<file path="src/inc/cfu_pkg.sv">
// Package for the configuration flag unpacker: flag word field layout,
// APB register offsets and reset defaults.
// Assumes a 32-bit APB slave and three 32-bit flag words from memory.
package cfu_pkg;

	localparam int unsigned CLK_HZ = 25000000;

	// Signature that marks a programmed configuration memory
	localparam logic [7:0] SIGNATURE = 8'ha5;

	// APB byte offsets
	localparam logic [7:0] OFF_CTRL   = 8'h00;
	localparam logic [7:0] OFF_STATUS = 8'h04;
	localparam logic [7:0] OFF_WORD0  = 8'h08;
	localparam logic [7:0] OFF_WORD1  = 8'h0c;
	localparam logic [7:0] OFF_WORD2  = 8'h10;
	localparam logic [7:0] OFF_USB0   = 8'h14;
	localparam logic [7:0] OFF_USB1   = 8'h18;
	localparam logic [7:0] OFF_HW     = 8'h1c;
	localparam logic [7:0] OFF_MAC    = 8'h20;
	localparam logic [7:0] OFF_PMT    = 8'h24;
	localparam logic [7:0] OFF_PIPE   = 8'h28;
	localparam logic [7:0] OFF_PHY    = 8'h2c;
	localparam logic [7:0] OFF_MISC   = 8'h30;

	// Control register bits
	localparam int CTRL_LOAD  = 0;
	localparam int CTRL_COMPL = 1;
	localparam int CTRL_LTSSM = 2; // 3:2 de-emphasis from link training

	// Word zero fields
	localparam int W0_SUSP    = 20;
	localparam int W0_SELH    = 19;
	localparam int W0_SELL    = 18;
	localparam int W0_POL     = 17;
	localparam int W0_ADD     = 16;
	localparam int W0_ASD     = 15;
	localparam int W0_SLPH    = 14;
	localparam int W0_SLPL    = 13;
	localparam int W0_WAKH    = 12;
	localparam int W0_WAKL    = 11;
	localparam int W0_LTOH    = 10;
	localparam int W0_LTOL    = 9;
	localparam int W0_ENH     = 8;
	localparam int W0_LPM     = 7;
	localparam int W0_BSTH    = 6;
	localparam int W0_BSTL    = 4;
	localparam int W0_SWAP    = 3;
	localparam int W0_LPMCAP  = 2;
	localparam int W0_RWAKE   = 1;
	localparam int W0_PWR     = 0;
	// Word one fields
	localparam int W1_OVL     = 18;
	localparam int W1_U2X     = 17;
	localparam int W1_XTAL    = 16;
	localparam int W1_OUTH    = 15;
	localparam int W1_OUTL    = 12;
	localparam int W1_INH     = 11;
	localparam int W1_INL     = 8;
	localparam int W1_SLPM    = 7;
	localparam int W1_SWING   = 6;
	localparam int W1_MARH    = 5;
	localparam int W1_MARL    = 3;
	localparam int W1_DEH     = 2;
	localparam int W1_DEL     = 1;
	localparam int W1_EBM     = 0;
	// Word two fields
	localparam int W2_U1H     = 31;
	localparam int W2_U1L     = 24;
	localparam int W2_HIRDH   = 20;
	localparam int W2_HIRDL   = 16;
	localparam int W2_OVL     = 15;
	localparam int W2_U2X     = 14;
	localparam int W2_ADP     = 13;
	localparam int W2_SPDUP   = 12;
	localparam int W2_TXSTOP  = 11;
	localparam int W2_EEE     = 10;
	localparam int W2_LPICLR  = 9;

	// Built-in defaults kept when no signature is found
	localparam logic [31:0] DEF_WORD0 = 32'h0000_0000;
	localparam logic [31:0] DEF_WORD1 = 32'h0000_0000;
	localparam logic [31:0] DEF_WORD2 = 32'h0000_0000;

	// Valid bits in each word; reserved bits are masked
	localparam logic [31:0] MASK_WORD0 = 32'h001f_ffff;
	localparam logic [31:0] MASK_WORD1 = 32'h0007_ffff;
	localparam logic [31:0] MASK_WORD2 = 32'hff1f_fe00;

	typedef enum logic [1:0] {
		ST_IDLE = 2'b00,
		ST_LOAD = 2'b01,
		ST_SKIP = 2'b10,
		ST_DONE = 2'b11
	} cfu_state_t;

endpackage : cfu_pkg

</file>
<file path="src/hdl/cfu_unpacker.sv">
// Configuration flag unpacker: takes three flag words and a signature byte
// from the memory reader, spreads them into register defaults and shows
// the results over an APB slave.
// Assumes memory reader logic on sys_clk delivers words with a strobe.
//
// Added by the designer: the register offsets and the APB slave port.
`timescale 1ns/1ps
module cfu_unpacker (
	input  wire logic        sys_clk,
	input  wire logic        reset_n,
	// Memory reader side
	input  wire logic        memValid,
	input  wire logic [7:0]  memSignature,
	input  wire logic [31:0] memWord0,
	input  wire logic [31:0] memWord1,
	input  wire logic [31:0] memWord2,
	// APB slave
	input  wire logic        psel,
	input  wire logic        penable,
	input  wire logic        pwrite,
	input  wire logic [7:0]  paddr,
	input  wire logic [31:0] pwdata,
	output logic [31:0]      prdata,
	output logic             pready,
	output logic             pslverr,
	// Defaults driven to neighbouring blocks
	output logic             suspend_allow,
	output logic [1:0]       flag_sleep_pin_choice,
	output logic             flag_sleep_pin_polarity,
	output logic             flag_auto_duplex,
	output logic             flag_auto_speed,
	output logic [1:0]       enhanced_sleep_interval,
	output logic [1:0]       enhanced_wake_interval,
	output logic [1:0]       linkTimeoutCtrl,
	output logic             enhanced_phy_on,
	output logic             common_pll_low_power,
	output logic [2:0]       flag_hs_drive_current,
	output logic             flag_lane_swap,
	output logic             flag_link_pm_capable,
	output logic             flag_remote_wake,
	output logic             flag_power_source,
	output logic             lfps_overlap_check,
	output logic             u2_exit_signalling,
	output logic             oscillator_keep_running,
	output logic [3:0]       flag_out_burst_limit,
	output logic [3:0]       flag_in_burst_limit,
	output logic             utmi_sleep_allow,
	output logic             pipeTxSwing,
	output logic [2:0]       pipeTxMargin,
	output logic [1:0]       pipeTxDeemph,
	output logic             pipeElasticMode,
	output logic [7:0]       u1_idle_timeout,
	output logic [4:0]       resume_duration_threshold,
	output logic             auto_duplex_polarity,
	output logic             green_link_up_speedup,
	output logic             green_tx_clock_halt,
	output logic             green_ethernet_on,
	output logic             green_idle_auto_clear,
	output logic             loadDone,
	output logic             memPresent
);

	cfu_pkg::cfu_state_t stateQ;
	logic [31:0]         word0Q;
	logic [31:0]         word1Q;
	logic [31:0]         word2Q;
	logic                complianceQ;
	logic [1:0]          ltssmDeemphQ;
	logic                presentQ;

	wire logic sigOk = (memSignature == cfu_pkg::SIGNATURE);
	wire logic apbWr = psel && penable && pwrite;
	wire logic apbRd = psel && !penable && !pwrite;
	wire logic ctrlWr = apbWr && (paddr == cfu_pkg::OFF_CTRL);

	// Loader sequence: one load per reset, or again on software request
	always_ff @(posedge sys_clk) begin
		if (!reset_n) begin
			stateQ <= cfu_pkg::ST_IDLE;
		end else begin
			case (stateQ)
				cfu_pkg::ST_IDLE: begin
					if (memValid) begin
						stateQ <= sigOk ? cfu_pkg::ST_LOAD
						                : cfu_pkg::ST_SKIP;
					end
				end
				cfu_pkg::ST_LOAD: stateQ <= cfu_pkg::ST_DONE;
				cfu_pkg::ST_SKIP: stateQ <= cfu_pkg::ST_DONE;
				cfu_pkg::ST_DONE: begin
					if (ctrlWr && pwdata[cfu_pkg::CTRL_LOAD]) begin
						stateQ <= cfu_pkg::ST_IDLE;
					end
				end
				default: stateQ <= cfu_pkg::ST_IDLE;
			endcase
		end
	end

	// Flag words held with reserved bits cleared, so nothing downstream
	// ever sees them. A skipped load puts the built-in defaults back, so a
	// reload without signature cannot leave an older image in force.
	always_ff @(posedge sys_clk) begin
		if (!reset_n) begin
			word0Q   <= cfu_pkg::DEF_WORD0;
			word1Q   <= cfu_pkg::DEF_WORD1;
			word2Q   <= cfu_pkg::DEF_WORD2;
			presentQ <= 1'b0;
		end else if (stateQ == cfu_pkg::ST_IDLE && memValid) begin
			presentQ <= sigOk;
			if (sigOk) begin
				word0Q <= memWord0 & cfu_pkg::MASK_WORD0;
				word1Q <= memWord1 & cfu_pkg::MASK_WORD1;
				word2Q <= memWord2 & cfu_pkg::MASK_WORD2;
			end else begin
				word0Q <= cfu_pkg::DEF_WORD0;
				word1Q <= cfu_pkg::DEF_WORD1;
				word2Q <= cfu_pkg::DEF_WORD2;
			end
		end
	end

	// Link state from software: compliance mode and training de-emphasis
	always_ff @(posedge sys_clk) begin
		if (!reset_n) begin
			complianceQ  <= 1'b0;
			ltssmDeemphQ <= 2'b00;
		end else if (ctrlWr) begin
			complianceQ  <= pwdata[cfu_pkg::CTRL_COMPL];
			ltssmDeemphQ <= pwdata[cfu_pkg::CTRL_LTSSM +: 2];
		end
	end

	// Spread the words into the target fields
	always_ff @(posedge sys_clk) begin
		if (!reset_n) begin
			suspend_allow             <= 1'b0;
			flag_sleep_pin_choice     <= 2'b00;
			flag_sleep_pin_polarity   <= 1'b0;
			flag_auto_duplex          <= 1'b0;
			flag_auto_speed           <= 1'b0;
			enhanced_sleep_interval   <= 2'b00;
			enhanced_wake_interval    <= 2'b00;
			linkTimeoutCtrl           <= 2'b00;
			enhanced_phy_on           <= 1'b0;
			common_pll_low_power      <= 1'b0;
			flag_hs_drive_current     <= 3'h0;
			flag_lane_swap            <= 1'b0;
			flag_link_pm_capable      <= 1'b0;
			flag_remote_wake          <= 1'b0;
			flag_power_source         <= 1'b0;
			lfps_overlap_check        <= 1'b0;
			u2_exit_signalling        <= 1'b0;
			oscillator_keep_running   <= 1'b0;
			flag_out_burst_limit      <= 4'h0;
			flag_in_burst_limit       <= 4'h0;
			utmi_sleep_allow          <= 1'b0;
			pipeTxSwing               <= 1'b0;
			pipeTxMargin              <= 3'h0;
			pipeTxDeemph              <= 2'b00;
			pipeElasticMode           <= 1'b0;
			u1_idle_timeout           <= 8'h00;
			resume_duration_threshold <= 5'h00;
			auto_duplex_polarity      <= 1'b0;
			green_link_up_speedup     <= 1'b0;
			green_tx_clock_halt       <= 1'b0;
			green_ethernet_on         <= 1'b0;
			green_idle_auto_clear     <= 1'b0;
		end else begin
			suspend_allow <= word0Q[cfu_pkg::W0_SUSP];
			flag_sleep_pin_choice <=
				word0Q[cfu_pkg::W0_SELH:cfu_pkg::W0_SELL];
			flag_sleep_pin_polarity <= word0Q[cfu_pkg::W0_POL];
			flag_auto_duplex <= word0Q[cfu_pkg::W0_ADD];
			flag_auto_speed  <= word0Q[cfu_pkg::W0_ASD];
			enhanced_sleep_interval <=
				word0Q[cfu_pkg::W0_SLPH:cfu_pkg::W0_SLPL];
			enhanced_wake_interval <=
				word0Q[cfu_pkg::W0_WAKH:cfu_pkg::W0_WAKL];
			linkTimeoutCtrl <=
				word0Q[cfu_pkg::W0_LTOH:cfu_pkg::W0_LTOL];
			enhanced_phy_on <= word0Q[cfu_pkg::W0_ENH];
			common_pll_low_power <= word0Q[cfu_pkg::W0_LPM];
			flag_hs_drive_current <=
				word0Q[cfu_pkg::W0_BSTH:cfu_pkg::W0_BSTL];
			flag_lane_swap       <= word0Q[cfu_pkg::W0_SWAP];
			flag_link_pm_capable <= word0Q[cfu_pkg::W0_LPMCAP];
			flag_remote_wake     <= word0Q[cfu_pkg::W0_RWAKE];
			flag_power_source    <= word0Q[cfu_pkg::W0_PWR];
			// Both words carry the same two USB bits; either one set wins
			lfps_overlap_check <= word1Q[cfu_pkg::W1_OVL] |
			                      word2Q[cfu_pkg::W2_OVL];
			u2_exit_signalling <= word1Q[cfu_pkg::W1_U2X] |
			                      word2Q[cfu_pkg::W2_U2X];
			oscillator_keep_running <= word1Q[cfu_pkg::W1_XTAL];
			flag_out_burst_limit <=
				word1Q[cfu_pkg::W1_OUTH:cfu_pkg::W1_OUTL];
			flag_in_burst_limit <=
				word1Q[cfu_pkg::W1_INH:cfu_pkg::W1_INL];
			utmi_sleep_allow <= word1Q[cfu_pkg::W1_SLPM];
			pipeTxSwing <= word1Q[cfu_pkg::W1_SWING];
			pipeTxMargin <=
				word1Q[cfu_pkg::W1_MARH:cfu_pkg::W1_MARL];
			pipeTxDeemph <= complianceQ ? ltssmDeemphQ
				: word1Q[cfu_pkg::W1_DEH:cfu_pkg::W1_DEL];
			// Stored only; the Gen 1 front end ignores it
			pipeElasticMode <= word1Q[cfu_pkg::W1_EBM];
			u1_idle_timeout <=
				word2Q[cfu_pkg::W2_U1H:cfu_pkg::W2_U1L];
			resume_duration_threshold <=
				word2Q[cfu_pkg::W2_HIRDH:cfu_pkg::W2_HIRDL];
			auto_duplex_polarity  <= word2Q[cfu_pkg::W2_ADP];
			green_link_up_speedup <= word2Q[cfu_pkg::W2_SPDUP];
			green_tx_clock_halt   <= word2Q[cfu_pkg::W2_TXSTOP];
			green_ethernet_on     <= word2Q[cfu_pkg::W2_EEE];
			green_idle_auto_clear <= word2Q[cfu_pkg::W2_LPICLR];
		end
	end

	always_ff @(posedge sys_clk) begin
		if (!reset_n) begin
			loadDone   <= 1'b0;
			memPresent <= 1'b0;
		end else begin
			loadDone   <= (stateQ == cfu_pkg::ST_DONE);
			memPresent <= presentQ;
		end
	end

	// APB: read data is registered in setup, so every access takes one
	// wait-free access phase; unmapped addresses answer with an error.
	function automatic logic mapped(input logic [7:0] a);
		mapped = (a <= cfu_pkg::OFF_MISC) && (a[1:0] == 2'b00);
	endfunction : mapped

	always_ff @(posedge sys_clk) begin
		if (!reset_n) begin
			prdata  <= 32'h0000_0000;
			pready  <= 1'b0;
			pslverr <= 1'b0;
		end else begin
			pready  <= psel && !penable;
			pslverr <= psel && !penable && !mapped(paddr);
			if (apbRd) begin
				case (paddr)
					cfu_pkg::OFF_CTRL: prdata <= {29'h0, ltssmDeemphQ,
					                              complianceQ};
					cfu_pkg::OFF_STATUS: prdata <= {30'h0, presentQ,
						stateQ == cfu_pkg::ST_DONE};
					cfu_pkg::OFF_WORD0: prdata <= word0Q;
					cfu_pkg::OFF_WORD1: prdata <= word1Q;
					cfu_pkg::OFF_WORD2: prdata <= word2Q;
					cfu_pkg::OFF_USB0: prdata <= {11'h0,
						resume_duration_threshold, flag_out_burst_limit,
						flag_in_burst_limit, utmi_sleep_allow,
						lfps_overlap_check, u2_exit_signalling,
						suspend_allow, flag_lane_swap,
						flag_link_pm_capable, flag_remote_wake,
						flag_power_source};
					cfu_pkg::OFF_USB1: prdata <= {24'h0, u1_idle_timeout};
					cfu_pkg::OFF_HW: prdata <= {28'h0,
						green_link_up_speedup, flag_sleep_pin_choice,
						flag_sleep_pin_polarity};
					cfu_pkg::OFF_MAC: prdata <= {26'h0, flag_auto_duplex,
						flag_auto_speed, auto_duplex_polarity,
						green_tx_clock_halt, green_ethernet_on,
						green_idle_auto_clear};
					cfu_pkg::OFF_PMT: prdata <= {31'h0,
						oscillator_keep_running};
					cfu_pkg::OFF_PIPE: prdata <= {25'h0, pipeTxSwing,
						pipeTxMargin, pipeTxDeemph, pipeElasticMode};
					cfu_pkg::OFF_PHY: prdata <= {25'h0,
						enhanced_sleep_interval, enhanced_wake_interval,
						linkTimeoutCtrl, enhanced_phy_on};
					cfu_pkg::OFF_MISC: prdata <= {28'h0,
						common_pll_low_power, flag_hs_drive_current};
					default: prdata <= 32'h0000_0000;
				endcase
			end
		end
	end
endmodule : cfu_unpacker

</file>
<file path="config.mk">
export PLATFORM = sky130hd
export DESIGN_NAME = cfu_unpacker
export DESIGN_NICKNAME = d
export VERILOG_FILES = /design/src/inc/cfu_pkg.sv /design/src/hdl/cfu_unpacker.sv
export SDC_FILE = /design/constraint.sdc
export NUM_CORES = 1
export LEC_CHECK = 0
export ABC_AREA = 0
export BUFFER_PORTS_ARGS = -buffer_cell sky130_fd_sc_hd__buf_2
export CAP_MARGIN = 15
export CORE_UTILIZATION = 48
export DETAILED_ROUTE_END_ITERATION = 8
export PLACE_DENSITY = 0.83
export SLEW_MARGIN = 5
export SYNTH_ARGS = -nofsm -noshare
export SYNTH_HDL_FRONTEND = slang
export SYNTH_SLANG_ARGS = --single-unit
</file>
<file path="constraint.sdc">
create_clock -name sys_clk -period 1.9 [get_ports sys_clk]
set_input_delay 0.19 -clock sys_clk [delete_from_list [all_inputs] [get_ports sys_clk]]
set_output_delay 0.19 -clock sys_clk [all_outputs]
set_load 0.005 [all_outputs]
</file>
==> results of run 1 <==
-- layout make-up --
class | instances | share of cell area [%]
multi-input combinational | 357 | 31.2
tap | 168 | 2.49
sequential | 157 | 37.3
clock buffer | 17 | 5.04
timing repair buffer | 273 | 21.5
inverter | 14 | 0.623
clock inverter | 15 | 1.93
-- per-layer routing --
layer / wire length (microns) / global-route usage (%)
met1: 8120 / 39.6
met2: 9170 / 48.9
met3: 1710 / 6.59
met4: 636 / 13.0
met5: 0 / 0
-- critical path, delay by kind of cell, from the launching register on --
kind / cells / cell delay [ns]
adder cells (fa/ha/maj): 1 / 0.25
AND/OR/NAND/NOR: 2 / 0.45
flip-flops: 1 / 0.32
AO/OA/AOI/OAI: 1 / 0.16
buffers and inverters: 2 / 0.34
-- cell families after synthesis --
kind of cell               Yosys count  share of synthesized area, %
DFF                                157                          52.3
AOI/OAI and AO/OA                  156                          20.8
buffers and inverters               59                          4.37
adders and majority gates            3                         0.625
muxes                               32                          5.62
and+or+nand+nor                    163                          16.2
other                                1                        0.0624
-- registers in the layout, indices dropped and copies added, names as in the netlist, 3 cells and up --
signal                     count
flag_hs_drive_current          3
word0Q                        21
pipeTxMargin                   3
word1Q                        19
flag_in_burst_limit            4
resume_duration_threshold      5
flag_out_burst_limit           4
prdata                        29
word2Q                        20
u1_idle_timeout                8
-- worst max-delay path by stage --
stage            endpoint  slack [ns]  cells past startpoint
6_report       word1Q[18]        0.32                      6
5_1_grt         prdata[0]        0.21                      5
4_1_cts        word2Q[26]        0.34                      6
3_5_place_dp    stateQ[0]        0.01                      5
3_3_place_gp   prdata[11]        0.06                      6
2_1_floorplan   prdata[8]        0.35                      7
-- where the power goes --
part	total, mW	switching, mW	internal (mW)
Combinational	0.713	0.407	0.306
Sequential	3.33	0.0176	3.32
Clock	3.37	1.41	1.95
-- cells in the final DEF (no fill, tap or decap), types with 4 or more instances in the layout --
master,n
a22oi_1,14
a22o_1,71
o21ai_1,11
dlygate4sd3_1,61
and2_1,58
buf_4,32
nor2_1,31
o32ai_1,5
mux2i_1,27
inv_1,13
a32oi_1,7
a211oi_1,4
nor3_1,5
buf_2,176
nor4_1,5
nand3_1,6
nand2_1,16
dfxtp_1,157
buf_12,4
clkbuf_16,17
a21oi_1,6
clkinv_4,4
a221oi_1,5
a31oi_1,6
o22ai_1,5
mux2_2,4
-- metrics by stage --
stage / std cells / util, %
after floorplan: 573 / -
final: 1001 / 69.7
after detailed placement: 908 / 59.8
after CTS: 1001 / 69.7
after global routing: 1001 / 69.7
after global placement: 908 / 59.8
-- what timing repair did --
action / CTS / global route
setup buffers: 0 / 0
endpoints found under the hold margin: 61 / 0
hold buffers: 61 / 0
==> run_results.csv, run 1 <==
group,metric,value,unit
critical_path,crit_slowest_cell,"dfxtp_1",
clock_network,cts_buffers,17,
synth,yosys-top-cells-area,"dfxtp_1 (52%), a22o_1 (10%), and2_1 (6.0%)",
floorplan,rows,40,
critical_path,path_max_fanout,29,
critical_path,cp.arrival,1.95,ns
grt,grt_first_pass_wirelength,29700,microns
grt,antenna_found_initial,0,
detailed_routing,routed_wl,19600,microns
clock_network,cts_tree,"built",
placed_design,gp_congestion,0.941,
critical_path,r2r-end,"word1Q[18]",
sta,setup_tns,0,ns
detailed_routing,vias,5690,
sta,hold_viol,0,
detailed_routing,drtPass1Iterations,5,
layout,post-route-cell-area,0.00844,sq mm
synth,yosysWarnings,0,
layout,seqCellArea,0.00314,sq mm
floorplan,core,0.0121,sq mm
clock_network,cts_sinks,157,
power,power.leakage,3.71,nW
critical_path,start_kind,"flip-flop",
synth,netlist.area_leader.share,52.3,%
synth,synthArstFlopShare,0,%
floorplan,die_area,0.0130,sq mm
clock_network,clkLatencyLatePin,0.43,ns
sta,slew_headroom,63.3,%
grt,grt_pass1_vias,5460,
flow_run,drv_cap,0,
floorplan,ioPinCount,244,
clock_network,cts-root-buf,"clkbuf_16",
sta,rsz0062_at_grt,"no",
synth,syn_inst,571,
critical_path,crit_start,"stateQ[1]",
detailed_routing,ant_nets,0,
sta,tightestPinTransition,0.543,ns
critical_path,rrSetupSlack,0.32,ns
synth,yosysTopAreaCell,"dfxtp_1",
floorplan,die_width,114,microns
synth,synth_ff_type,"dfxtp_1",
critical_path,worst_ep_required_time,2.27,ns
placed_design,place_area,0.00724,sq mm
clock_network,h-tree-depth,4,
hold_path,hp-start,"pwdata[1]",
floorplan,initial_utilization,49.6,%
placed_design,io_buffers,176,
layout,final_nets,973,
layout,syn_to_final_growth,40.4,%
placed_design,pre_cts_ws,0.0147,ns
power,peakVddDrop,511,uV
power,p_per_area,879,mW/mm^2
critical_path,cp-end-kind,"flip-flop",
sta,min_period_over_period,83.1,%
sta,skew,0.0133,ns
synth,avgSynthCellArea,10.5,sq um
grt,grt_max_degree,62,
clock_network,cts-resized-gates,0,
run_status,run_status,"complete, no violations",
sta,whs,0.0132,ns
critical_path,cp_cell_sequence,"inv_1 -> ha_1 -> nand3_1 -> nor2_4 -> buf_12 -> a22o_1",
critical_path,criticalPathCategory,"reg -> reg",
layout,drive_above_1_share,31.7,%
clock_network,clk_pin_slew,0.06,ns
detailed_routing,via_per_inst,5.68,
critical_path,ff2ff_path_depth,6,
synth,synth_edf_count,0,
synth,netlist_area,0.00601,sq mm
critical_path,r2r_start,"stateQ[1]",
sta,fmax,0.633,GHz
layout,nFillCells,894,
clock_network,cts_buffer_depth,2,
detailed_routing,drtIter0Drc,376,
sta,period_minus_slack,1.58,ns
detailed_routing,drc,0,
hold_path,hold_path.class,"in -> reg",
power,finalPower,7.41,mW
sta,layout_setup_ws,0.320,ns
synth,synth-seq-cells,157,
grt,grt_remaining_overflow,0,
synth,synth_commonest_cells,"dfxtp_1 (157), a22o_1 (71), and2_1 (58)",
grt,grt_use_total,30.4,%
placed_design,place_hpwl,13800,microns
synth,synth_cell_types,66,
synth,yosysMostFrequentCell,"dfxtp_1",
synth,ys_seq_area_share,52.3,%
layout,antenna_cells,0,
detailed_routing,wire_per_inst,19.6,microns
floorplan,die_h,114,microns
sta,setup_violations,0,
sta,final-max-slew-violation-count,0,
critical_path,critPathMaxStageDelay,0.32,ns
layout,multi_input_area,0.00263,sq mm
hold_path,min_to,"complianceQ",
hold_path,whs_path_depth,3,
Note: power is estimated with default switching activity, not from simulation.
==> run 2: changes to the inputs <==
--- a/config.mk
+++ b/config.mk
@@ -8,9 +8,9 @@
 export ABC_AREA = 0
 export BUFFER_PORTS_ARGS = -buffer_cell sky130_fd_sc_hd__buf_2
 export CAP_MARGIN = 15
-export CORE_UTILIZATION = 48
+export CORE_UTILIZATION = 43
 export DETAILED_ROUTE_END_ITERATION = 8
-export PLACE_DENSITY = 0.83
+export PLACE_DENSITY = 0.78
 export SLEW_MARGIN = 5
 export SYNTH_ARGS = -nofsm -noshare
 export SYNTH_HDL_FRONTEND = slang
==> constraint.sdc (replaced) <==
create_clock -name sys_clk -period 1.3 [get_ports sys_clk]
set_input_delay 0.13 -clock sys_clk [delete_from_list [all_inputs] [get_ports sys_clk]]
set_output_delay 0.13 -clock sys_clk [all_outputs]
set_load 0.005 [all_outputs]
==> run 2 against run 1 <==
Compared with the run above: the run now ends with setup timing left; worst setup slack worse by 0.44 ns; clock skew is 0.0068 ns lower; hold slack better by 0.0097 ns; largest power group unchanged.
==> run_results.csv, run 2 (synthesis gave the netlist of run 1 again) <==
group,metric,value,unit
run_status,run_status,"finished, violations left",
run_status,violations,"setup timing",
placed_design,place_hpwl,15000,microns
detailed_routing,vias,5886,
floorplan,rows,42,
clock_network,cts_tree,"built",
floorplan,die_width,120,microns
hold_path,hp-start,"pwdata[1]",
critical_path,cp-end-kind,"flip-flop",
grt,gr-max-usage-layer,"met2",
layout,final_nets,1018,
grt,use_met1,37.6,%
layout,layout_common_cells,"buf_2 (176), dfxtp_1 (155), a22o_1 (71)",
detailed_routing,drc,0,
critical_path,path_max_fanout,3,
detailed_routing,ant_nets,0,
sta,skew,0.00654,ns
critical_path,cp.arrival,1.73,ns
floorplan,core,0.0135,sq mm
sta,period_minus_slack,1.42,ns
clock_network,cts-root-buf,"clkbuf_16",
sta,final-max-slew-violation-count,0,
grt,grt_max_degree,38,
layout,top_register,"prdata",
grt,grt_first_pass_wirelength,31900,microns
layout,post-route-cell-area,0.00899,sq mm
layout,reg.largest.list,"prdata (29), word0Q (21), word2Q (20)",
placed_design,place_area,0.00761,sq mm
power,power.leakage,3.98,nW
grt,grt_use_met3,6.60,%
power,p_per_area,1250,mW/mm^2
layout,drive_above_1_share,36.2,%
critical_path,crit_start,"stateQ[0]",
placed_design,io_buffers,176,
flow_run,drv_cap,0,
power,peakVddDrop,900,uV
placed_design,gp_congestion,0.980,
layout,syn_to_final_growth,49.6,%
sta,layout_setup_ws,-0.124,ns
placed_design,pre_cts_ws,-0.323,ns
detailed_routing,wire_per_inst,20.2,microns
sta,setup_violations,62,
grt,grt_pass1_vias,5777,
clock_network,cts_buffers,17,
floorplan,initial_utilization,44.7,%
detailed_routing,via_per_inst,5.58,
sta,min_period_over_period,110,%
hold_path,hold_path.class,"in -> reg",
detailed_routing,drtPass1Iterations,4,
critical_path,start_kind,"flip-flop",
clock_network,clk_pin_slew,0.06,ns
sta,rsz0062_at_grt,"yes",
grt,grtUsageMet2,47.1,%
floorplan,ioPinCount,244,
floorplan,die_h,120,microns
clock_network,cts_sinks,157,
critical_path,criticalPathCategory,"reg -> reg",
sta,hold_viol,0,
sta,fmax,0.702,GHz
layout,mostFrequentLayoutCell,"buf_2",
layout,largest_reg_flops,29,
critical_path,worst_ep_required_time,1.60,ns
critical_path,r2r_start,"stateQ[0]",
detailed_routing,drtIter0Drc,444,
layout,nFillCells,1051,
layout,antenna_cells,0,
power,finalPower,11.2,mW
clock_network,clkLatencyLatePin,0.43,ns
grt,antenna_found_initial,0,
grt,grt_use_total,29.4,%
floorplan,die_area,0.0145,sq mm
grt,grt_remaining_overflow,0,
detailed_routing,routed_wl,21300,microns
sta,setup_tns,-4.27,ns
clock_network,h-tree-depth,4,
clock_network,cts_buffer_depth,2,
==> run 2: cell count changes in the layout (fill, tap and decap cells not counted), sizes merged <==
cell,delta
buf,+42
clkbuf,+5
clkinv,-3
inv,-3
dlygate4sd3,+2
bufinv,+1
clkinvlp,+1
==> run 2: worst paths after layout <==
path | endpoint | slack, ns | depth (start not counted)
setup / recovery | prdata[0] | -0.12 | 5
hold / removal | complianceQ | 0.02 | 3
setup reg to reg | prdata[0] | -0.12 | 5
hold reg to reg | prdata[14] | 0.45 | 2
==> run 2: layout make-up <==
cell class	count	area (sq um)	share of cell area (%)
flip-flops and latches	157	3150	35.0
multi-input cells	357	2700	30.0
repair buffers	318	2280	25.4
clock buffers	21	450	5.01
well taps	176	220	2.45
clock inverters	11	141	1.57
inverters	14	52.6	0.584
==> run 2: metal layers <==
layer / vias up / wire length [microns]
li1: 2696 / -
met1: 2867 / 8750
met2: 279 / 10200
met3: 44 / 1620
met4: 0 / 687
met5: - / 0
==> run 2: timing repair <==
item	in CTS	in global routing
pin swaps	3	0
endpoints found under the setup margin	63	65
cloned	1	1
gates resized for setup	11	4
buffers inserted	3	1
hold buffers	63	0
endpoints found under the hold margin	63	0
==> run 2: through the flow <==
step                util [%]  std cells  hold WS, ns
CTS                     66.4       1052       0.0257
global placement        56.5        953        0.340
floorplan                  -        573        0.218
global route            66.9       1054       0.0258
detailed placement      56.5        953        0.342
finish                  66.9       1054       0.0229
==> run 2: power breakdown <==
part	internal, mW	switching, mW
Sequential	4.86	0.0377
Combinational	0.673	0.676
Clock	3.06	1.94
Total	8.59	2.66
==> run 2: critical path, stage by stage, from the launching register on <==
cell and delay (ns):
dfxtp_2 0.34, ha_4 0.16, mux4_2 0.43, nor4bb_1 0.15, a21oi_1 0.12, a311oi_1 0.10
==> run 3: changes to the inputs <==
--- a/config.mk
+++ b/config.mk
@@ -8,9 +8,9 @@
 export ABC_AREA = 0
 export BUFFER_PORTS_ARGS = -buffer_cell sky130_fd_sc_hd__buf_2
 export CAP_MARGIN = 15
-export CORE_UTILIZATION = 43
+export CORE_UTILIZATION = 48
 export DETAILED_ROUTE_END_ITERATION = 8
-export PLACE_DENSITY = 0.78
+export PLACE_DENSITY = 0.83
 export SLEW_MARGIN = 5
 export SYNTH_ARGS = -nofsm -noshare
 export SYNTH_HDL_FRONTEND = slang
==> constraint.sdc (replaced) <==
create_clock -name sys_clk -period 1.6 [get_ports sys_clk]
set_input_delay 0.16 -clock sys_clk [delete_from_list [all_inputs] [get_ports sys_clk]]
set_output_delay 0.16 -clock sys_clk [all_outputs]
set_load 0.005 [all_outputs]
==> run 3 against run 2 <==
Compared with the run above: the run now ends clean; sequential share of layout area is 1.2 points higher; fmax decreased by 5.5%; flip-flop and latch count stayed put; largest cell class unchanged; hold slack gained 0.0034 ns; power down 21%.
==> run_results.csv, run 3 (synthesis gave the netlist of run 1 again) <==
group,metric,value,unit
critical_path,critPathMaxStageDelay,0.44,ns
sta,fmax,0.663,GHz
detailed_routing,dr_wl_met3,1700,microns
clock_network,cts-root-buf,"clkbuf_16",
clock_network,clk_pin_slew,0.06,ns
critical_path,crit_slowest_cell,"mux4_2",
layout,mostFrequentLayoutCell,"buf_2",
critical_path,cp-end-kind,"flip-flop",
layout,post-route-cell-area,0.00870,sq mm
detailed_routing,wl_met1,8340,microns
floorplan,core,0.0121,sq mm
clock_network,cts_buffers,17,
flow_run,drv_cap,0,
sta,final-max-slew-violation-count,0,
layout,final_nets,1002,
clock_network,h-tree-depth,4,
detailed_routing,drc,0,
detailed_routing,drtPass1Iterations,7,
detailed_routing,via_per_inst,5.67,
grt,grt_max_degree,38,
detailed_routing,drtIter0Drc,472,
floorplan,die_h,114,microns
critical_path,r2r_start,"stateQ[0]",
sta,layout_setup_ws,0.0923,ns
sta,min_period_over_period,94.2,%
detailed_routing,wire_per_inst,19.9,microns
critical_path,crit_family,"multiplexers",
sta,hold_viol,0,
critical_path,cp_cell_sequence,"ha_2 -> mux4_2 -> nor4bb_2 -> a21oi_1 -> a311oi_1",
detailed_routing,ant_nets,0,
floorplan,rows,40,
detailed_routing,wl_met2,9690,microns
floorplan,die_width,114,microns
placed_design,place_hpwl,14500,microns
power,peakVddDrop,634,uV
grt,grt_remaining_overflow,0,
layout,largest_reg_flops,29,
sta,period_minus_slack,1.51,ns
grt,grt_use_total,31.8,%
clock_network,cts_sinks,157,
layout,top_register,"prdata",
sta,setup_violations,0,
clock_network,cts_buffer_depth,2,
placed_design,place_area,0.00747,sq mm
placed_design,pre_cts_ws,-0.173,ns
grt,antenna_found_initial,0,
grt,grt_first_pass_wirelength,30900,microns
clock_network,clkLatencyLatePin,0.42,ns
sta,setup_tns,0,ns
critical_path,crit_start,"stateQ[0]",
floorplan,ioPinCount,244,
layout,syn_to_final_growth,44.7,%
clock_network,post_cts_buffers,0,
layout,reg.largest.list,"prdata (29), word0Q (21), word2Q (20)",
detailed_routing,vias,5837,
floorplan,die_area,0.0130,sq mm
run_status,run_status,"complete, no violations",
critical_path,cp.buffers_inverters,0,
placed_design,gp_congestion,0.954,
power,p_per_area,1020,mW/mm^2
layout,layout_common_cells,"buf_2 (176), dfxtp_1 (157), a22o_1 (71)",
layout,nFillCells,866,
critical_path,worst_ep_required_time,1.90,ns
floorplan,initial_utilization,49.6,%
layout,antenna_cells,0,
placed_design,io_buffers,176,
detailed_routing,routed_wl,20500,microns
sta,rsz0062_at_grt,"no",
critical_path,path_max_fanout,3,
hold_path,hp-start,"penable",
critical_path,cp.arrival,1.81,ns
detailed_routing,top_layer,"met4",
critical_path,rrSetupSlack,0.09,ns
layout,final_util,71.8,%
power,power.leakage,3.85,nW
layout,drive_above_1_share,34.0,%
sta,skew,0.00798,ns
critical_path,criticalPathCategory,"reg -> reg",
hold_path,hold_path.class,"in -> reg",
clock_network,cts_tree,"built",
grt,grt_pass1_vias,5775,
critical_path,start_kind,"flip-flop",
## run 3: repair_timing
item                                    CTS  global route
gates resized for setup                   0             2
hold buffers                             63             0
endpoints found under the setup margin    0             1
endpoints found under the hold margin    63             0
## run 3: area by class of cell
type	instances	area [sq um]	share of cell area, %
timing repair buffer	302	2060	23.7
multi-input combinational	357	2640	30.3
tap	168	210	2.42
clock buffer	20	467	5.36
clock inverter	12	128	1.47
inverter	14	52.6	0.604
sequential	157	3140	36.1
## run 3: final timing paths
path | depth (start not counted) | end
max | 5 | prdata[0]
min reg2reg | 2 | prdata[13]
max reg2reg | 5 | prdata[0]
min | 3 | pready
## run 3: stage by stage
stage                     instances  hold WS [ns]  total power, mW
after floorplan                 573         0.248             4.43
after global placement          935         0.369             4.78
after detailed placement        935         0.373             4.82
after CTS                      1030        0.0207             8.88
after global routing           1030        0.0304             9.16
final                          1030        0.0263             8.88
## run 3: metal layers
| layer | vias up | GRT usage [%] |
|---|---|---|
| li1 | 2658 | - |
| met1 | 2766 | 40.0 |
| met2 | 351 | 51.9 |
| met3 | 62 | 7.44 |
| met4 | 0 | 14.5 |
| met5 | - | 0 |
## run 3: power by group
group | switching (mW) | internal [mW] | total [mW]
sequential | 0.0195 | 3.94 | 3.96
clock | 1.70 | 2.31 | 4.01
combinational | 0.492 | 0.423 | 0.916
total | 2.21 | 6.67 | 8.88
## run 3: worst reg2reg max path, stage by stage, from the launching register on
cell	delay (ns)
dfxtp_1	0.33
ha_2	0.20
mux4_2	0.44
nor4bb_2	0.18
a21oi_1	0.14
a311oi_1	0.10
